`src/pst_defs.svh`:
```
// Purpose: Offsets, vectors, reset values and timing counts for the sequencer
// Assumes: APB byte address is four times the register index
// Notes:   Definitions only
`ifndef PST_DEFS_SVH
`define PST_DEFS_SVH

// Register indices (byte address = 4 * index)
`define PST_IDX_PCLO      10'h006
`define PST_IDX_TPTR      10'h007
`define PST_IDX_THI       10'h008
`define PST_IDX_CTRL      10'h009
`define PST_IDX_STAT      10'h00A

// Control register fields
`define PST_CTRL_GIE      0
`define PST_CTRL_EN_LSB   1

// Program counter vectors
`define PST_VEC_RESET     11'h000
`define PST_VEC_EXT       11'h004
`define PST_VEC_TMR       11'h008
`define PST_VEC_ADC       11'h00C
`define PST_VEC_SBUS      11'h010
`define PST_LAST_PAGE     3'h7

// Reset values
`define PST_CTRL_RST      5'h00
`define PST_TPTR_RST      8'h00

// Return stack depth
`define PST_STK_DEPTH     6
`define PST_STK_FULL      3'h6

// Wake-up start-up period in system clock periods
`define PST_WAKE_TSYS     1024
`define PST_CLK_PER_TSYS  1
`define PST_WAKE_CYC      (`PST_WAKE_TSYS * `PST_CLK_PER_TSYS)

`endif

```
`src/pst_pkg.sv`:
```
// Purpose: Types shared by the program sequencer
// Assumes: Constants come from pst_defs.svh
// Notes:   One-hot encodings written out
package pst_pkg;

    // Decoded control operation from the execute stage
    typedef enum logic [3:0] {
        PST_OP_NONE = 4'h0,
        PST_OP_JUMP = 4'h1,
        PST_OP_CALL = 4'h2,
        PST_OP_RET  = 4'h3,
        PST_OP_RETI = 4'h4,
        PST_OP_SKIP = 4'h5,
        PST_OP_TABC = 4'h6,
        PST_OP_TABL = 4'h7,
        PST_OP_HALT = 4'h8
    } pst_kind_t;

    typedef struct packed {
        pst_kind_t   kind;
        logic [10:0] target;
        logic [6:0]  dm_addr;
    } pst_op_t;

    // Data memory write from a table read
    typedef struct packed {
        logic       valid;
        logic [6:0] addr;
        logic [7:0] data;
    } pst_dmw_t;

    typedef enum logic [3:0] {
        PST_PH0 = 4'b0001,
        PST_PH1 = 4'b0010,
        PST_PH2 = 4'b0100,
        PST_PH3 = 4'b1000
    } pst_phase_t;

    typedef enum logic [2:0] {
        PST_RUN  = 3'b001,
        PST_HALT = 3'b010,
        PST_WAKE = 3'b100
    } pst_state_t;

    typedef enum logic [5:0] {
        PST_R_NONE = 6'b000000,
        PST_R_PCLO = 6'b000001,
        PST_R_TPTR = 6'b000010,
        PST_R_THI  = 6'b000100,
        PST_R_CTRL = 6'b001000,
        PST_R_STAT = 6'b010000
    } pst_rsel_t;

endpackage

```
`src/pst_sequencer.sv`:
```
// Purpose: Program sequencer with fetch pipeline, return stack and table reads
// Assumes: Program ROM read is combinational within one clock
// Notes:   Registers on APB; interrupt sources pulse on clk except ext pin
//
// What this block does
// - four phases make one instruction cycle
// - fetch overlaps execute; transfers take two cycles
// - counter advances by one after fetch
// - taken skip discards fetched word, dummy cycle
// - low byte write jumps within page, unless pending as a table read ends
// - reset clears counter to zero
// - external interrupt vectors to 004
// - timer overflow vectors to 008
// - converter done vectors to 00C
// - serial bus event vectors to 010
// - jump/call load code, return loads stack
// - ROM addressed by counter or table
// - current page table uses counter high bits
// - last page table forces high bits ones
// - table low byte to memory, high latched
// - pointer read/write, high latch read-only
// - table read takes two cycles
// - wake waits 1024 clocks before running
// - call or acknowledge pushes six-deep stack
// - full stack defers interrupts, call drops oldest
// - acknowledge clears global interrupt enable
`timescale 1ns/10ps
`include "pst_defs.svh"

module pst_sequencer
    import pst_pkg::*;
(
    input  wire logic        clk,
    input  wire logic        nrst,
    input  wire logic        psel,
    input  wire logic        penable,
    input  wire logic        pwrite,
    input  wire logic [11:0] paddr,
    input  wire logic [31:0] pwdata,
    output logic      [31:0] prdata,
    output logic             pready,
    output logic             pslverr,
    output logic      [10:0] rom_addr,
    input  wire logic [13:0] rom_data,
    input  wire pst_op_t     op,
    output logic      [13:0] instr,
    output logic             instr_valid,
    output logic      [3:0]  phase,
    output pst_dmw_t         dm_wr,
    input  wire logic        ext_int_pin,
    input  wire logic        tmr_ovf,
    input  wire logic        adc_done,
    input  wire logic        sbus_evt,
    output logic             halted
);

    ////////////////////////////////////////////////////////////////////////
    // Declarations
    pst_phase_t  ph_q, ph_d;             // Phase within instruction cycle
    pst_state_t  st_q, st_d;             // Run, halt, wake
    logic [10:0] wake_q, wake_d;         // Start-up counter
    logic [10:0] pc_q, pc_d;             // Instruction pointer
    logic [13:0] ir_q, ir_d;             // Fetched instruction
    logic        irv_q, irv_d;           // Fetched instruction is live
    logic        tab_q, tab_d;           // Second table cycle pending
    logic [10:0] taddr_q, taddr_d;       // Table ROM address
    logic [6:0]  tdm_q, tdm_d;           // Table destination
    logic [5:0]  thib_q, thib_d;         // Table high latch
    logic [7:0]  tptr_q, tptr_d;         // Table pointer
    pst_dmw_t    dmw_q, dmw_d;           // Data memory write
    logic        pclp_q, pclp_d;         // Low byte write pending
    logic [7:0]  pclv_q, pclv_d;         // Low byte value
    logic [4:0]  ctrl_q, ctrl_d;         // Enables: GIE and sources
    logic [3:0]  pend_q, pend_d;         // Request flags
    logic [10:0] stk_q [0:`PST_STK_DEPTH-1]; // Return stack
    logic [10:0] stk_d [0:`PST_STK_DEPTH-1];
    logic [2:0]  sidx_q, sidx_d;         // Stack index
    logic        push, pop;              // Stack moves
    logic [10:0] push_val;               // Pushed address
    logic [2:0]  xs_q;                   // External pin synchroniser
    logic [31:0] rd_q, rd_d;             // APB read data
    logic        err_q, err_d;           // APB error
    logic        cyc_end;                // Last clock of instruction
    logic        irq_ok;                 // Interrupt may be taken
    logic [3:0]  ack;                    // One-hot acknowledge
    logic [10:0] vec;                    // Selected vector
    logic        apb_wr;                 // APB write in access phase
    pst_rsel_t   wsel;                   // Write target

    ////////////////////////////////////////////////////////////////////////
    // Functions

    // Address decode shared by read and write
    function automatic pst_rsel_t reg_sel(input logic [11:0] a);
        pst_rsel_t s;
        s = PST_R_NONE;
        if (a[1:0] == 2'b00) begin
            unique case (a[11:2])
                `PST_IDX_PCLO: s = PST_R_PCLO;
                `PST_IDX_TPTR: s = PST_R_TPTR;
                `PST_IDX_THI:  s = PST_R_THI;
                `PST_IDX_CTRL: s = PST_R_CTRL;
                `PST_IDX_STAT: s = PST_R_STAT;
                default:       s = PST_R_NONE;
            endcase
        end
        return s;
    endfunction

    // Lowest vector first, one per acknowledge
    function automatic logic [3:0] pick(input logic [3:0] req);
        logic [3:0] g;
        g = 4'h0;
        if (req[0]) begin
            g = 4'h1;
        end else if (req[1]) begin
            g = 4'h2;
        end else if (req[2]) begin
            g = 4'h4;
        end else if (req[3]) begin
            g = 4'h8;
        end
        return g;
    endfunction

    ////////////////////////////////////////////////////////////////////////
    // Outputs
    assign phase       = ph_q;
    assign instr       = ir_q;
    assign instr_valid = irv_q & ~tab_q & (st_q == PST_RUN);
    assign dm_wr       = dmw_q;
    assign halted      = (st_q != PST_RUN);
    assign prdata      = rd_q;
    assign pready      = 1'b1;
    assign pslverr     = psel & penable & err_q;
    // ROM is shared by fetch and table read
    assign rom_addr    = tab_q ? taddr_q : pc_q;

    ////////////////////////////////////////////////////////////////////////
    // Phase, halt and wake sequencing
    assign cyc_end = (st_q == PST_RUN) && (ph_q == PST_PH3);

    always_comb begin
        ph_d   = ph_q;
        st_d   = st_q;
        wake_d = wake_q;
        unique case (st_q)
            PST_RUN: begin
                // Four clocks per instruction cycle
                unique case (ph_q)
                    PST_PH0: ph_d = PST_PH1;
                    PST_PH1: ph_d = PST_PH2;
                    PST_PH2: ph_d = PST_PH3;
                    PST_PH3: ph_d = PST_PH0;
                endcase
                if (cyc_end && !tab_q && irv_q && op.kind == PST_OP_HALT) begin
                    st_d = PST_HALT;
                end
            end
            PST_HALT: begin
                // Any enabled request wakes the core
                if (|(pend_q & ctrl_q[4:1])) begin
                    st_d   = PST_WAKE;
                    wake_d = 11'(`PST_WAKE_CYC - 1);
                end
            end
            PST_WAKE: begin
                // Start-up period before resuming
                if (wake_q == 11'h000) begin
                    st_d = PST_RUN;
                end else begin
                    wake_d = wake_q - 11'h001;
                end
            end
            default: st_d = PST_RUN;
        endcase
    end

    always_ff @(posedge clk) begin
        if (!nrst) begin
            ph_q   <= PST_PH0;
            st_q   <= PST_RUN;
            wake_q <= 11'h000;
        end else begin
            ph_q   <= ph_d;
            st_q   <= st_d;
            wake_q <= wake_d;
        end
    end

    ////////////////////////////////////////////////////////////////////////
    // Interrupt requests and acknowledge
    assign irq_ok = ctrl_q[`PST_CTRL_GIE] && (sidx_q != `PST_STK_FULL) && !tab_q
                  && !pclp_q && (!irv_q || op.kind == PST_OP_NONE);
    // Not on a skip: the discarded word must not be resumed
    // Full stack withholds the acknowledge only
    assign ack = (cyc_end && irq_ok) ? pick(pend_q & ctrl_q[4:1]) : 4'h0;

    always_comb begin
        unique case (ack)
            4'h1:    vec = `PST_VEC_EXT;
            4'h2:    vec = `PST_VEC_TMR;
            4'h4:    vec = `PST_VEC_ADC;
            4'h8:    vec = `PST_VEC_SBUS;
            default: vec = `PST_VEC_RESET;
        endcase
    end

    always_comb begin
        // Set wins over acknowledge clear; flags kept while blocked
        pend_d = (pend_q & ~ack)
               | {sbus_evt, adc_done, tmr_ovf, xs_q[1] & ~xs_q[2]};
        ctrl_d = ctrl_q;
        if (apb_wr && wsel == PST_R_CTRL) begin
            ctrl_d = pwdata[4:0];
        end
        if (cyc_end && irv_q && !tab_q && op.kind == PST_OP_RETI) begin
            ctrl_d[`PST_CTRL_GIE] = 1'b1;
        end
        if (|ack) begin
            ctrl_d[`PST_CTRL_GIE] = 1'b0;
        end
    end

    always_ff @(posedge clk) begin
        if (!nrst) begin
            xs_q   <= 3'h0;
            pend_q <= 4'h0;
            ctrl_q <= `PST_CTRL_RST;
        end else begin
            xs_q   <= {xs_q[1:0], ext_int_pin};
            pend_q <= pend_d;
            ctrl_q <= ctrl_d;
        end
    end

    ////////////////////////////////////////////////////////////////////////
    // Program counter, fetch and table read
    always_comb begin
        pc_d     = pc_q;
        ir_d     = ir_q;
        irv_d    = irv_q;
        tab_d    = tab_q;
        taddr_d  = taddr_q;
        tdm_d    = tdm_q;
        thib_d   = thib_q;
        dmw_d    = '0;
        push     = 1'b0;
        pop      = 1'b0;
        push_val = pc_q;
        if (cyc_end) begin
            // Fetch while the previous word executes
            pc_d  = pc_q + 11'h001; // wraps at top
            ir_d  = rom_data;
            irv_d = 1'b1;
            if (tab_q) begin
                // Second table cycle: ROM serves the table
                pc_d   = pc_q;
                ir_d   = ir_q;
                tab_d  = 1'b0;
                thib_d = rom_data[13:8];
                dmw_d  = '{valid: 1'b1, addr: tdm_q, data: rom_data[7:0]};
            end else if (pclp_q) begin
                pc_d  = {pc_q[10:8], pclv_q};
                irv_d = 1'b0;
            end else if (|ack) begin
                push  = 1'b1;
                pc_d  = vec;
                irv_d = 1'b0;
            end else if (irv_q) begin
                unique case (op.kind)
                    PST_OP_JUMP: begin
                        pc_d  = op.target;
                        irv_d = 1'b0;
                    end
                    PST_OP_CALL: begin
                        push  = 1'b1;
                        pc_d  = op.target;
                        irv_d = 1'b0;
                    end
                    PST_OP_RET, PST_OP_RETI: begin
                        pop   = 1'b1;
                        pc_d  = stk_q[0];
                        irv_d = 1'b0;
                    end
                    PST_OP_SKIP: begin
                        irv_d = 1'b0;
                    end
                    PST_OP_TABC: begin
                        tab_d   = 1'b1;
                        taddr_d = {pc_q[10:8], tptr_q};
                        tdm_d   = op.dm_addr;
                    end
                    PST_OP_TABL: begin
                        tab_d   = 1'b1;
                        taddr_d = {`PST_LAST_PAGE, tptr_q};
                        tdm_d   = op.dm_addr;
                    end
                    PST_OP_HALT, PST_OP_NONE: begin
                    end
                    default: begin
                    end
                endcase
            end
        end
    end

    always_ff @(posedge clk) begin
        if (!nrst) begin
            pc_q    <= `PST_VEC_RESET;
            ir_q    <= 14'h0000;
            irv_q   <= 1'b0;
            tab_q   <= 1'b0;
            taddr_q <= 11'h000;
            tdm_q   <= 7'h00;
            thib_q  <= 6'h00;
            dmw_q   <= '0;
        end else begin
            pc_q    <= pc_d;
            ir_q    <= ir_d;
            irv_q   <= irv_d;
            tab_q   <= tab_d;
            taddr_q <= taddr_d;
            tdm_q   <= tdm_d;
            thib_q  <= thib_d;
            dmw_q   <= dmw_d;
        end
    end

    ////////////////////////////////////////////////////////////////////////
    // Return stack: entry 0 is the top; push on full drops oldest
    always_comb begin
        sidx_d = sidx_q;
        if (push && sidx_q != `PST_STK_FULL) begin
            sidx_d = sidx_q + 3'h1;
        end else if (pop && sidx_q != 3'h0) begin
            sidx_d = sidx_q - 3'h1;   // frees room for deferred requests
        end
    end

    for (genvar i = 0; i < `PST_STK_DEPTH; i++) begin : g_stk
        always_comb begin
            stk_d[i] = stk_q[i];
            if (push) begin
                // Shift down; last entry falls off
                stk_d[i] = (i == 0) ? push_val : stk_q[(i == 0) ? 0 : i - 1];
            end else if (pop) begin
                stk_d[i] = (i == `PST_STK_DEPTH - 1) ? stk_q[i]
                         : stk_q[(i == `PST_STK_DEPTH - 1) ? i : i + 1];
            end
        end
        always_ff @(posedge clk) begin
            if (!nrst) begin
                stk_q[i] <= 11'h000;
            end else begin
                stk_q[i] <= stk_d[i];
            end
        end
    end

    always_ff @(posedge clk) begin
        if (!nrst) begin
            sidx_q <= 3'h0;
        end else begin
            sidx_q <= sidx_d;
        end
    end

    ////////////////////////////////////////////////////////////////////////
    // APB slave: zero wait states, read data captured in setup
    assign apb_wr = psel & penable & pwrite;
    assign wsel   = reg_sel(paddr);

    always_comb begin
        rd_d   = rd_q;
        err_d  = err_q;
        tptr_d = tptr_q;
        pclp_d = pclp_q;
        pclv_d = pclv_q;
        if (cyc_end) begin
            pclp_d = 1'b0;
        end
        if (psel && !penable) begin
            err_d = (wsel == PST_R_NONE);
            rd_d  = 32'h0000_0000;
            unique case (wsel)
                PST_R_PCLO: rd_d[7:0] = pc_q[7:0];
                PST_R_TPTR: rd_d[7:0] = tptr_q;
                PST_R_THI:  rd_d[7:0] = {2'b00, thib_q};
                PST_R_CTRL: rd_d[4:0] = ctrl_q;
                PST_R_STAT: rd_d[7:0] = {halted, sidx_q, pend_q};
                PST_R_NONE: rd_d      = 32'h0000_0000;
            endcase
        end
        if (apb_wr) begin
            unique case (wsel)
                PST_R_PCLO: begin
                    pclp_d = 1'b1;            // applied at cycle end; cleared unapplied at table read end
                    pclv_d = pwdata[7:0];
                end
                PST_R_TPTR: tptr_d = pwdata[7:0];
                PST_R_THI, PST_R_CTRL, PST_R_STAT, PST_R_NONE: begin
                    // Latch and status ignore writes
                end
            endcase
        end
    end

    always_ff @(posedge clk) begin
        if (!nrst) begin
            rd_q   <= 32'h0000_0000;
            err_q  <= 1'b0;
            tptr_q <= `PST_TPTR_RST;
            pclp_q <= 1'b0;
            pclv_q <= 8'h00;
        end else begin
            rd_q   <= rd_d;
            err_q  <= err_d;
            tptr_q <= tptr_d;
            pclp_q <= pclp_d;
            pclv_q <= pclv_d;
        end
    end

endmodule

```
`config.mk`:
```
export PLATFORM = sky130hd
export DESIGN_NAME = pst_sequencer
export DESIGN_NICKNAME = d
export VERILOG_FILES = /design/src/pst_pkg.sv /design/src/pst_sequencer.sv
export VERILOG_INCLUDE_DIRS = /design/src /design/src/src
export SDC_FILE = /design/constraint.sdc
export NUM_CORES = 1
export LEC_CHECK = 0
export BUFFER_PORTS_ARGS = -buffer_cell sky130_fd_sc_hd__buf_2
export CAP_MARGIN = 20
export CORE_AREA = 2 2 129 131
export CTS_BUF_LIST = sky130_fd_sc_hd__clkbuf_16
export DETAILED_ROUTE_END_ITERATION = 10
export DIE_AREA = 0 0 131 133
export PLACE_DENSITY = 0.78
export SLEW_MARGIN = 40
export SYNTH_ARGS = -nofsm -noshare
export SYNTH_HDL_FRONTEND = slang
export SYNTH_SLANG_ARGS = --single-unit
```
`constraint.sdc`:
```
create_clock -name clk -period 2.9 [get_ports clk]
set_input_delay 0.435 -clock clk [delete_from_list [all_inputs] [get_ports clk]]
set_output_delay 0.435 -clock clk [all_outputs]
set_load 0.02 [all_outputs]
```
==> out/metrics.cfg, run 1 <==
[timing]
hold_viol_final=0
fmax_mhz=402.3
rsz0062_at_grt=no
tns_ns=0
relSlewSlack_pct=54.23
setup_viol=0
finalCritPeriodShare_pct=85.71
slew_viol_final=0
layout_min_cycle_time_ns=2.485
tightest_slew_ns=0.6833
skew_ns=0.009486

[placed_design]
place_inst=1350
io_buffers=120
dp_hpwl_mm=14.88
gp_congestion=0.9097

[routing]
antenna_left=0
drc_errors=0
avgRoutedWirePerCell_um=15.75
wl_mm=21.78
avgViaCountPerCell=5.677
num_vias=7851
dr.pass1.iters=5
drt_iter0_drc=644

[clock_tree]
tritoncts=done
cts_hold_buf=0
numCtsBuffers=17
htree_levels=4
cts-root-buf=clkbuf_16
clkTransAtPathRegs_ns=0.07
clock_latency_ns=0.44
cts_max_path_buffers=2
postCtsResizedCells=0
postCtsSetupBuffers=0
clkSinkCount=192

[finish]
final_cell_mix=nand2_1, dfxtp_1, buf_2
multiInputGateArea_um2=4392
seq_area_um2=3844
area_growth_pct=16.00
fin_nets=1241
final_common_cell=nand2_1
drive_gt1_share_pct=18.42
finalNonFillerCells=1383
fin_util_pct=61.88
fillers=1385

[global_routing]
overflow=0
grt_max_degree=92
track_usage_pct=25.03
grt_pass1_wl_mm=34.69
antenna_found_initial=0
grt_pass1_vias=7049

[min_path]
hold_class=input port to flip-flop

[worst_setup_path]
crit_type=flip-flop to flip-flop
ff2ff_setup_slack_ns=0.41
crit_chain=nor3b_2 -> nand4_2 -> nor4_4 -> buf_6 -> nor2_1 -> a211oi_1
cp_num_cells=6
cp_slowest_cell=nor4_4
crit_path_end=taddr_q[8]
crit-reg2reg-launch=st_q[0]
cp.arrival_ns=2.84
slowest_delay_ns=0.73
crit_start=st_q[0]
path_delay_family=simple AND/OR/NAND/NOR gates
r2r-end=taddr_q[8]
ff2ff_path_depth=6
crit_path_start_kind=flip-flop
end_kind=flip-flop
cp.required_ns=3.26
crit_fanout=11
path_buf_inv=1

[floorplanning]
die_area_um2=17420
rows=47
die_height_um=133
core-area_um2=16170
initial_core_util_pct=53.35
die_width_um=131
io_pins=170

[power_and_ir_drop]
seq_power_share_pct=50.7
leakagePower_nw=3.929
power_switching_mw=1.309
peakVddDrop_uv=418.5
powerDensity_nw_per_um2=525.7
intPower_mw=3.952
switching_share_pct=24.88
p_comb_share_pct=5.1
power_frac_clock_pct=44.2

[flow_run]
cap_violations=0

[synthesis]
synth-main-ff-cell=dfxtp_1
ys_seq_area_share_pct=44.55
syn_avg_cell_area_um2=8.216
synth_edf_count=0
ys_async_sr_fraction_pct=0
synthesis.area_um2=8627
synthDistinctLibCells=72
synthCells=1050
ys_warn_count=0
synth-seq-cells=192

[status]
outcome=finished clean

## state kept, by name (all words and copies together), names as in the netlist, 3 cells and up
register	cells
wake_q	11
sidx_q	3
tptr_q	8
pclv_q	8
ctrl_q	5
tdm_q	7
dm_wr	16
prdata	8
instr	14
pend_q	4
xs_q	3
stk_q	66
pc_q	11
phase	4
st_q	3
thib_q	6
taddr_q	11
## per-layer routing
layer / vias up / wire length, um / GRT usage, % / share of wire [%]
met5: - / 0 / 0 / 0
met4: 0 / 711 / 10.17 / 3.3
met3: 53 / 1393 / 6.187 / 6.4
met2: 252 / 10140 / 38.77 / 47
met1: 3688 / 9530 / 33.33 / 44
li1: 3858 / - / - / -
## how the worst min path moves through the flow
| stage | startpoint | to | slack [ns] | cells past startpoint |
|---|---|---|---|---|
| final | ext_int_pin | xs_q[0] | 0.20 | 2 |
| after global routing | ext_int_pin | xs_q[0] | 0.20 | 2 |
| after CTS | ext_int_pin | xs_q[0] | 0.20 | 2 |
| after detailed placement | xs_q[0] | xs_q[1] | 0.43 | 1 |
| after global placement | xs_q[0] | xs_q[1] | 0.43 | 1 |
| after floorplan | xs_q[0] | xs_q[1] | 0.41 | 1 |
## through the flow
stage / total power, mW / worst slack, ns / hold WS [ns] / area [um^2]
floorplan: 2.911 / 0.3656 / 0.4119 / 8713
global placement: 2.990 / 0.3038 / 0.4329 / 9408
detailed placement: 2.993 / 0.2389 / 0.4309 / 9419
CTS: 5.276 / 0.4710 / 0.1967 / 10000
global route: 5.414 / 0.3116 / 0.1962 / 10000
finish: 5.261 / 0.4145 / 0.1985 / 10010
## cells by family after synthesis
group | after synthesis | share of synthesized area [%]
AND/OR/NAND/NOR | 421 | 22.90
AO/OA/AOI/OAI | 267 | 18.91
flip-flops | 192 | 44.55
buffers and inverters | 102 | 5.787
multiplexers | 47 | 5.613
XOR/XNOR | 16 | 1.624
adder cells (fa/ha/maj) | 3 | 0.5221
other | 2 | 0.08705
## cell type report
cell class / instances / share of cell area [%]
sequential: 192 / 38.41
timing repair buffer: 149 / 8.715
multi-input combinational: 779 / 43.89
antenna: 1 / 0.02501
clock inverter: 15 / 1.588
inverter: 10 / 0.3751
tap: 220 / 2.751
clock buffer: 17 / 4.251
## cell usage after synthesis, drive strengths merged (2+ instances only)
cell type / count / share of area (%)
a21o: 2 / 0.17
nor2b: 4 / 0.29
or4: 3 / 0.26
nand4: 4 / 0.36
a222oi: 7 / 0.81
clkbuf: 54 / 2.3
buf: 38 / 3.0
a32o: 3 / 0.35
mux2i: 36 / 4.2
and4: 2 / 0.20
a221o: 2 / 0.23
nor4b: 3 / 0.45
o21ai: 83 / 4.9
a2111oi: 2 / 0.22
and2: 21 / 1.5
or4b: 2 / 0.28
xor2: 5 / 0.51
nand2: 218 / 9.5
a21oi: 66 / 3.8
inv: 10 / 0.44
nor4: 4 / 0.71
nor2: 79 / 3.5
a211oi: 6 / 0.52
o2bb2ai: 2 / 0.20
a31oi: 59 / 4.3
conb: 2 / 0.087
nand3: 30 / 1.7
nor3b: 4 / 0.41
dfxtp: 192 / 45
o211ai: 4 / 0.35
a221oi: 7 / 0.71
a22oi: 6 / 0.52
ha: 2 / 0.29
o31ai: 4 / 0.35
or3: 3 / 0.22
o21a: 5 / 0.44
mux2: 11 / 1.4
xnor2: 11 / 1.1
nand3b: 5 / 0.44
nand2b: 11 / 0.80
nor3: 14 / 1.1
and3: 11 / 0.80
## worst reg2reg max path, stage by stage, from the launching register on
cell      delay [ns]
dfxtp_1         0.38
nor3b_2         0.43
nand4_2         0.39
nor4_4          0.73
buf_6           0.24
nor2_1          0.05
a211oi_1        0.19
## power by group through the flow
stage                     clock [mW]  combinational (mW)  sequential (mW)
after floorplan                    0               0.180             2.73
after global placement             0               0.262             2.73
after detailed placement           0               0.265             2.73
after CTS                       2.34               0.266             2.67
after global routing            2.45               0.294             2.67
final                           2.33               0.267             2.67
Power figures use the tool's default switching activity.
==> run 2, diff against run 1 <==
--- a/config.mk
+++ b/config.mk
@@ -8,11 +8,13 @@
 export LEC_CHECK = 0
 export BUFFER_PORTS_ARGS = -buffer_cell sky130_fd_sc_hd__buf_2
 export CAP_MARGIN = 20
-export CORE_AREA = 2 2 129 131
+export CELL_PAD_IN_SITES_DETAIL_PLACEMENT = 0
+export CELL_PAD_IN_SITES_GLOBAL_PLACEMENT = 2
+export CORE_AREA = 2 2 168 170
 export CTS_BUF_LIST = sky130_fd_sc_hd__clkbuf_16
 export DETAILED_ROUTE_END_ITERATION = 10
-export DIE_AREA = 0 0 131 133
-export PLACE_DENSITY = 0.78
+export DIE_AREA = 0 0 170 172
+export PLACE_DENSITY_LB_ADDON = 0.1
 export SLEW_MARGIN = 40
 export SYNTH_ARGS = -nofsm -noshare
 export SYNTH_HDL_FRONTEND = slang
==> run 2 against run 1 <==
- non-clock buffer count up 6
- cell area up 2.0%
- sequential share of layout area down 0.77 points
- combinational power up 5%
- via count down 3.1%
- register-to-register slack better by 0.07 ns
- global-route usage down 6.9 points
- worst setup slack better by 0.060 ns
- total power up 2.2%
- sequential power about the same
- die area up 68%
- critical path type is now flip-flop to output port
- clock power up 4%
==> out/metrics.cfg, run 2 (synthesized netlist as in run 1, its figures left out) <==
[status]
outcome=finished clean

[floorplanning]
die_area_um2=29240
initial_core_util_pct=31.40
core-area_um2=27480
io_pins=170
die_height_um=172
die_width_um=170
rows=61

[clock_tree]
htree_levels=4
cts_hold_buf=0
cts_max_path_buffers=2
postCtsResizedCells=0
numCtsBuffers=17
tritoncts=done
clkSinkCount=192
postCtsSetupBuffers=0
clock_latency_ns=0.44
cts-root-buf=clkbuf_16
clkTransAtPathRegs_ns=0.08

[timing]
finalCritPeriodShare_pct=83.63
fmax_mhz=412.3
rsz0062_at_grt=no
setup_viol=0
slew_viol_final=0
skew_ns=0.01566
tightest_slew_ns=0.7730
layout_min_cycle_time_ns=2.425
hold_viol_final=0
tns_ns=0
relSlewSlack_pct=48.34
finalHoldWorstSlack_ns=0.1978

[finish]
area_growth_pct=18.36
largest_reg_flops=66
final_common_cell=nand2_1
seq_area_um2=3844
final_cell_mix=nand2_1, dfxtp_1, buf_2
fillers=2947
fin_nets=1247
drive_gt1_share_pct=18.85
n_antenna_cell=0
multiInputGateArea_um2=4390
regMostFlops=stk_q

[placed_design]
io_buffers=120
dp_hpwl_mm=18.00
gp_congestion=0.7847

[worst_setup_path]
cp.required_ns=2.47
crit_start=st_q[0]
crit_type=flip-flop to output port
crit_chain=nor3b_2 -> inv_2 -> buf_4 -> nor2_1 -> buf_2
cp_slowest_cell=nor3b_2
cp_num_cells=5
path_buf_inv=3
ff2ff_setup_slack_ns=0.48
ff2ff_path_depth=7
crit_path_end=instr_valid
crit_fanout=8
r2r-end=taddr_q[10]
crit_path_start_kind=flip-flop
cp.arrival_ns=1.99
path_delay_family=simple AND/OR/NAND/NOR gates
end_kind=output port
crit-reg2reg-launch=phase[1]
slowest_delay_ns=0.43

[power_and_ir_drop]
peakVddDrop_uv=320.2
p_comb_share_pct=5.2
power_switching_mw=1.404
power_frac_clock_pct=45.2
leakagePower_nw=3.970
switching_share_pct=26.12
powerDensity_nw_per_um2=526.4
intPower_mw=3.971
seq_power_share_pct=49.6

[flow_run]
cap_violations=0

[global_routing]
overflow=0
antenna_found_initial=0
grt_pass1_wl_mm=41.24
grt_max_degree=122
track_usage_pct=18.12
grt_pass1_vias=7171

[min_path]
hold_class=input port to flip-flop
hp-start=rom_data[1]

[routing]
wl_met1_mm=12.82
highest_layer=met4
drc_errors=0
wl_met2_mm=11.93
route.met3.wl_um=975
drt_iter0_drc=464
antenna_left=0
dr.pass1.iters=6
avgRoutedWirePerCell_um=17.26
wl_mm=26.11
num_vias=7604
avgViaCountPerCell=5.026

run 2: cell types whose count changed in the layout (fill, tap and decap cells not counted):
| cell | before | now |
|---|---|---|
| a2111oi_0 | 0 | 1 |
| a2111oi_1 | 2 | 1 |
| diode_2 | 1 | 0 |
| inv_8 | 3 | 4 |
| buf_6 | 1 | 0 |
| clkinv_8 | 1 | 2 |
| clkinv_4 | 4 | 3 |
| inv_1 | 9 | 8 |
| buf_4 | 24 | 31 |
| clkinvlp_4 | 3 | 1 |
| inv_6 | 2 | 3 |
run 2: per-stage QoR:
stage / std cells / util, % / power, mW / worst slack (ns) / area [um^2]
6_report: 1513 / 37.16 / 5.375 / 0.4748 / 10210
5_1_grt: 1513 / 37.16 / 5.597 / 0.2618 / 10210
3_3_place_gp: 1482 / 35.00 / 3.015 / 0.2467 / 9618
4_1_cts: 1513 / 37.16 / 5.465 / 0.4092 / 10210
2_1_floorplan: 1073 / - / 2.911 / 0.3656 / 8713
3_5_place_dp: 1482 / 35.00 / 3.014 / 0.2309 / 9618
run 2: power groups by stage:
stage	clock network (mW)	logic, mW	registers [mW]
3_3_place_gp	0	0.287	2.73
6_report	2.43	0.281	2.67
4_1_cts	2.51	0.286	2.67
2_1_floorplan	0	0.180	2.73
5_1_grt	2.62	0.312	2.67
3_5_place_dp	0	0.285	2.73
run 2: layer usage:
layer,GRT usage (%),up-vias
met3,2.953,21
met1,25.56,3565
met2,28.71,164
met5,0,-
li1,-,3854
met4,4.868,0
run 2: worst register-to-register path: cells and delay by family, from the launching register on:
family / cells / cell delay, ns
and+or+nand+nor: 5 / 1.53
buffers and inverters: 2 / 0.41
DFF: 1 / 0.38
run 2: area by class of cell:
type                            count  share of cell area [%]
Tap cell                          346                   4.240
Clock inverter                     14                   1.642
Multi-Input combinational cell    779                   43.00
Clock buffer                       17                   4.166
Timing Repair Buffer              155                   8.945
Sequential cell                   192                   37.64
Inverter                           10                  0.3676
run 2: how the worst min path moves through the flow:
| stage | endpoint | slack, ns | cells past startpoint |
|---|---|---|---|
| CTS | dm_wr[5] | 0.18 | 2 |
| floorplan | xs_q[1] | 0.41 | 1 |
| finish | dm_wr[1] | 0.20 | 2 |
| global placement | xs_q[1] | 0.43 | 1 |
| global route | dm_wr[2] | 0.19 | 2 |
| detailed placement | xs_q[1] | 0.43 | 1 |
==> run 3, diff against run 2 <==
==> constraint.sdc (replaced) <==
create_clock -name clk -period 2.4 [get_ports clk]
set_input_delay 0.36 -clock clk [delete_from_list [all_inputs] [get_ports clk]]
set_output_delay 0.36 -clock clk [all_outputs]
set_load 0.02 [all_outputs]
==> run 3 against run 2 <==
- via count up 1.4%
- cell area up 1.9%
- hold slack worse by 0.061 ns
- global-route usage down 0.18 points
- sequential power up 21%
- worst setup slack worse by 0.29 ns
- register-to-register slack worse by 0.29 ns
- critical path depth up 2
- total power up 18%
==> out/metrics.cfg, run 3 (synthesized netlist as in run 1, its figures left out) <==
[status]
outcome=finished clean

[finish]
area_growth_pct=20.65
final_common_cell=nand2_1
drive_gt1_share_pct=20.89
n_antenna_cell=0
final_cell_mix=nand2_1, dfxtp_1, buf_2
fillers=2931
regMostFlops=stk_q
largest_reg_flops=66
seq_area_um2=3847
fin_nets=1272
multiInputGateArea_um2=4395

[routing]
avgRoutedWirePerCell_um=17.03
drt_iter0_drc=456
avgViaCountPerCell=5.016
antenna_left=0
num_vias=7714
wl_mm=26.19
drc_errors=0
dr.pass1.iters=6

[placed_design]
gp_congestion=0.8367
io_buffers=120
dp_hpwl_mm=18.65

[timing]
setup_viol=0
slew_viol_final=0
fmax_mhz=451.6
layout_min_cycle_time_ns=2.214
finalHoldWorstSlack_ns=0.1365
rsz0062_at_grt=no
skew_ns=0.01605
tns_ns=0
tightest_slew_ns=0.7647
relSlewSlack_pct=48.78
finalCritPeriodShare_pct=92.27
hold_viol_final=0

[global_routing]
track_usage_pct=17.94
grt_max_degree=92
grt_pass1_vias=7214
grt_pass1_wl_mm=40.94
antenna_found_initial=0
overflow=0

[floorplanning]
die_height_um=172
core-area_um2=27480
io_pins=170
die_width_um=170
initial_core_util_pct=31.40
die_area_um2=29240
rows=61

[worst_setup_path]
end_kind=flip-flop
ff2ff_setup_slack_ns=0.19
ff2ff_path_depth=7
cp.required_ns=2.71
slowest_delay_ns=0.58
r2r-end=sidx_q[2]
crit_start=phase[1]
crit-reg2reg-launch=phase[1]
crit_chain=or4b_4 -> nor4_4 -> nand3_1 -> fa_1 -> a2111oi_2 -> a41oi_1 -> mux2i_1
crit_fanout=7
crit_path_start_kind=flip-flop
cp.arrival_ns=2.52
crit_path_end=sidx_q[2]
crit_type=flip-flop to flip-flop
cp_slowest_cell=or4b_4

[clock_tree]
htree_levels=4
clkSinkCount=192
clock_latency_ns=0.43
cts_max_path_buffers=2
tritoncts=done
clkTransAtPathRegs_ns=0.08
numCtsBuffers=17
cts-root-buf=clkbuf_16
cts_hold_buf=0

[min_path]
hold_class=input port to flip-flop
hp-start=rom_data[1]

[flow_run]
cap_violations=0

[power_and_ir_drop]
power_mw=6.359
peakVddDrop_uv=474.4
leakagePower_nw=4.098
powerDensity_nw_per_um2=610.9

## run 3: cell count changes in the layout (fill, tap and decap cells not counted), moves of 2 or more
| cell | delta |
|---|---|
| dfxtp_2 | +3 |
| dfxtp_1 | -3 |
| buf_12 | +2 |
| buf_4 | +23 |
## run 3: metrics by stage
step                      instances  setup slack, ns  utilization (%)  instance area (um^2)
final                          1538           0.1856            37.88                 10410
after global routing           1538          0.01747            37.88                 10410
after CTS                      1536           0.1225            37.81                 10390
after detailed placement       1505          -0.1508            35.74                  9819
after global placement         1505          -0.1267            35.74                  9819
after floorplan                1073          0.02342                -                  8717
## run 3: how the worst min path moves through the flow
stage | to | slack, ns | cells past startpoint
6_report | dm_wr[1] | 0.14 | 2
5_1_grt | dm_wr[6] | 0.12 | 2
3_3_place_gp | xs_q[2] | 0.43 | 1
4_1_cts | dm_wr[0] | 0.12 | 2
2_1_floorplan | xs_q[1] | 0.41 | 1
3_5_place_dp | xs_q[1] | 0.43 | 1
## run 3: cell type report
type	count	share of cell area, %
Inverter	10	0.3606
Clock inverter	14	1.382
Timing Repair Buffer	180	10.82
Clock buffer	17	4.087
Sequential cell	192	36.96
Multi-Input combinational cell	779	42.23
Tap cell	346	4.159
## run 3: critical path: cells and delay by family, from the launching register on
| kind | cells | cell delay (ns) |
|---|---|---|
| flops | 1 | 0.36 |
| fa+ha+maj | 1 | 0.40 |
| mux | 1 | 0.14 |
| simple gates | 3 | 0.87 |
| compound gates | 2 | 0.33 |
## run 3: where the power goes
part           internal [mW]  leakage [nW]  switching (mW)  total [mW]
Clock                   1.38         0.281            1.39        2.78
Combinational          0.123          2.27           0.237       0.360
Sequential              3.20          1.55          0.0199        3.22
Total                   4.71          4.10            1.65        6.36
## run 3: metal layers
layer | GRT usage [%] | share of wire [%]
met1 | 25.80 | 51
met2 | 28.11 | 44
met3 | 2.564 | 3.2
met4 | 4.794 | 1.3
met5 | 0 | 0
## run 3: repair_timing
item,4_1_cts,5_1_grt
setup endpoints to repair,0,3
resized for setup,0,1
buffers inserted,0,2
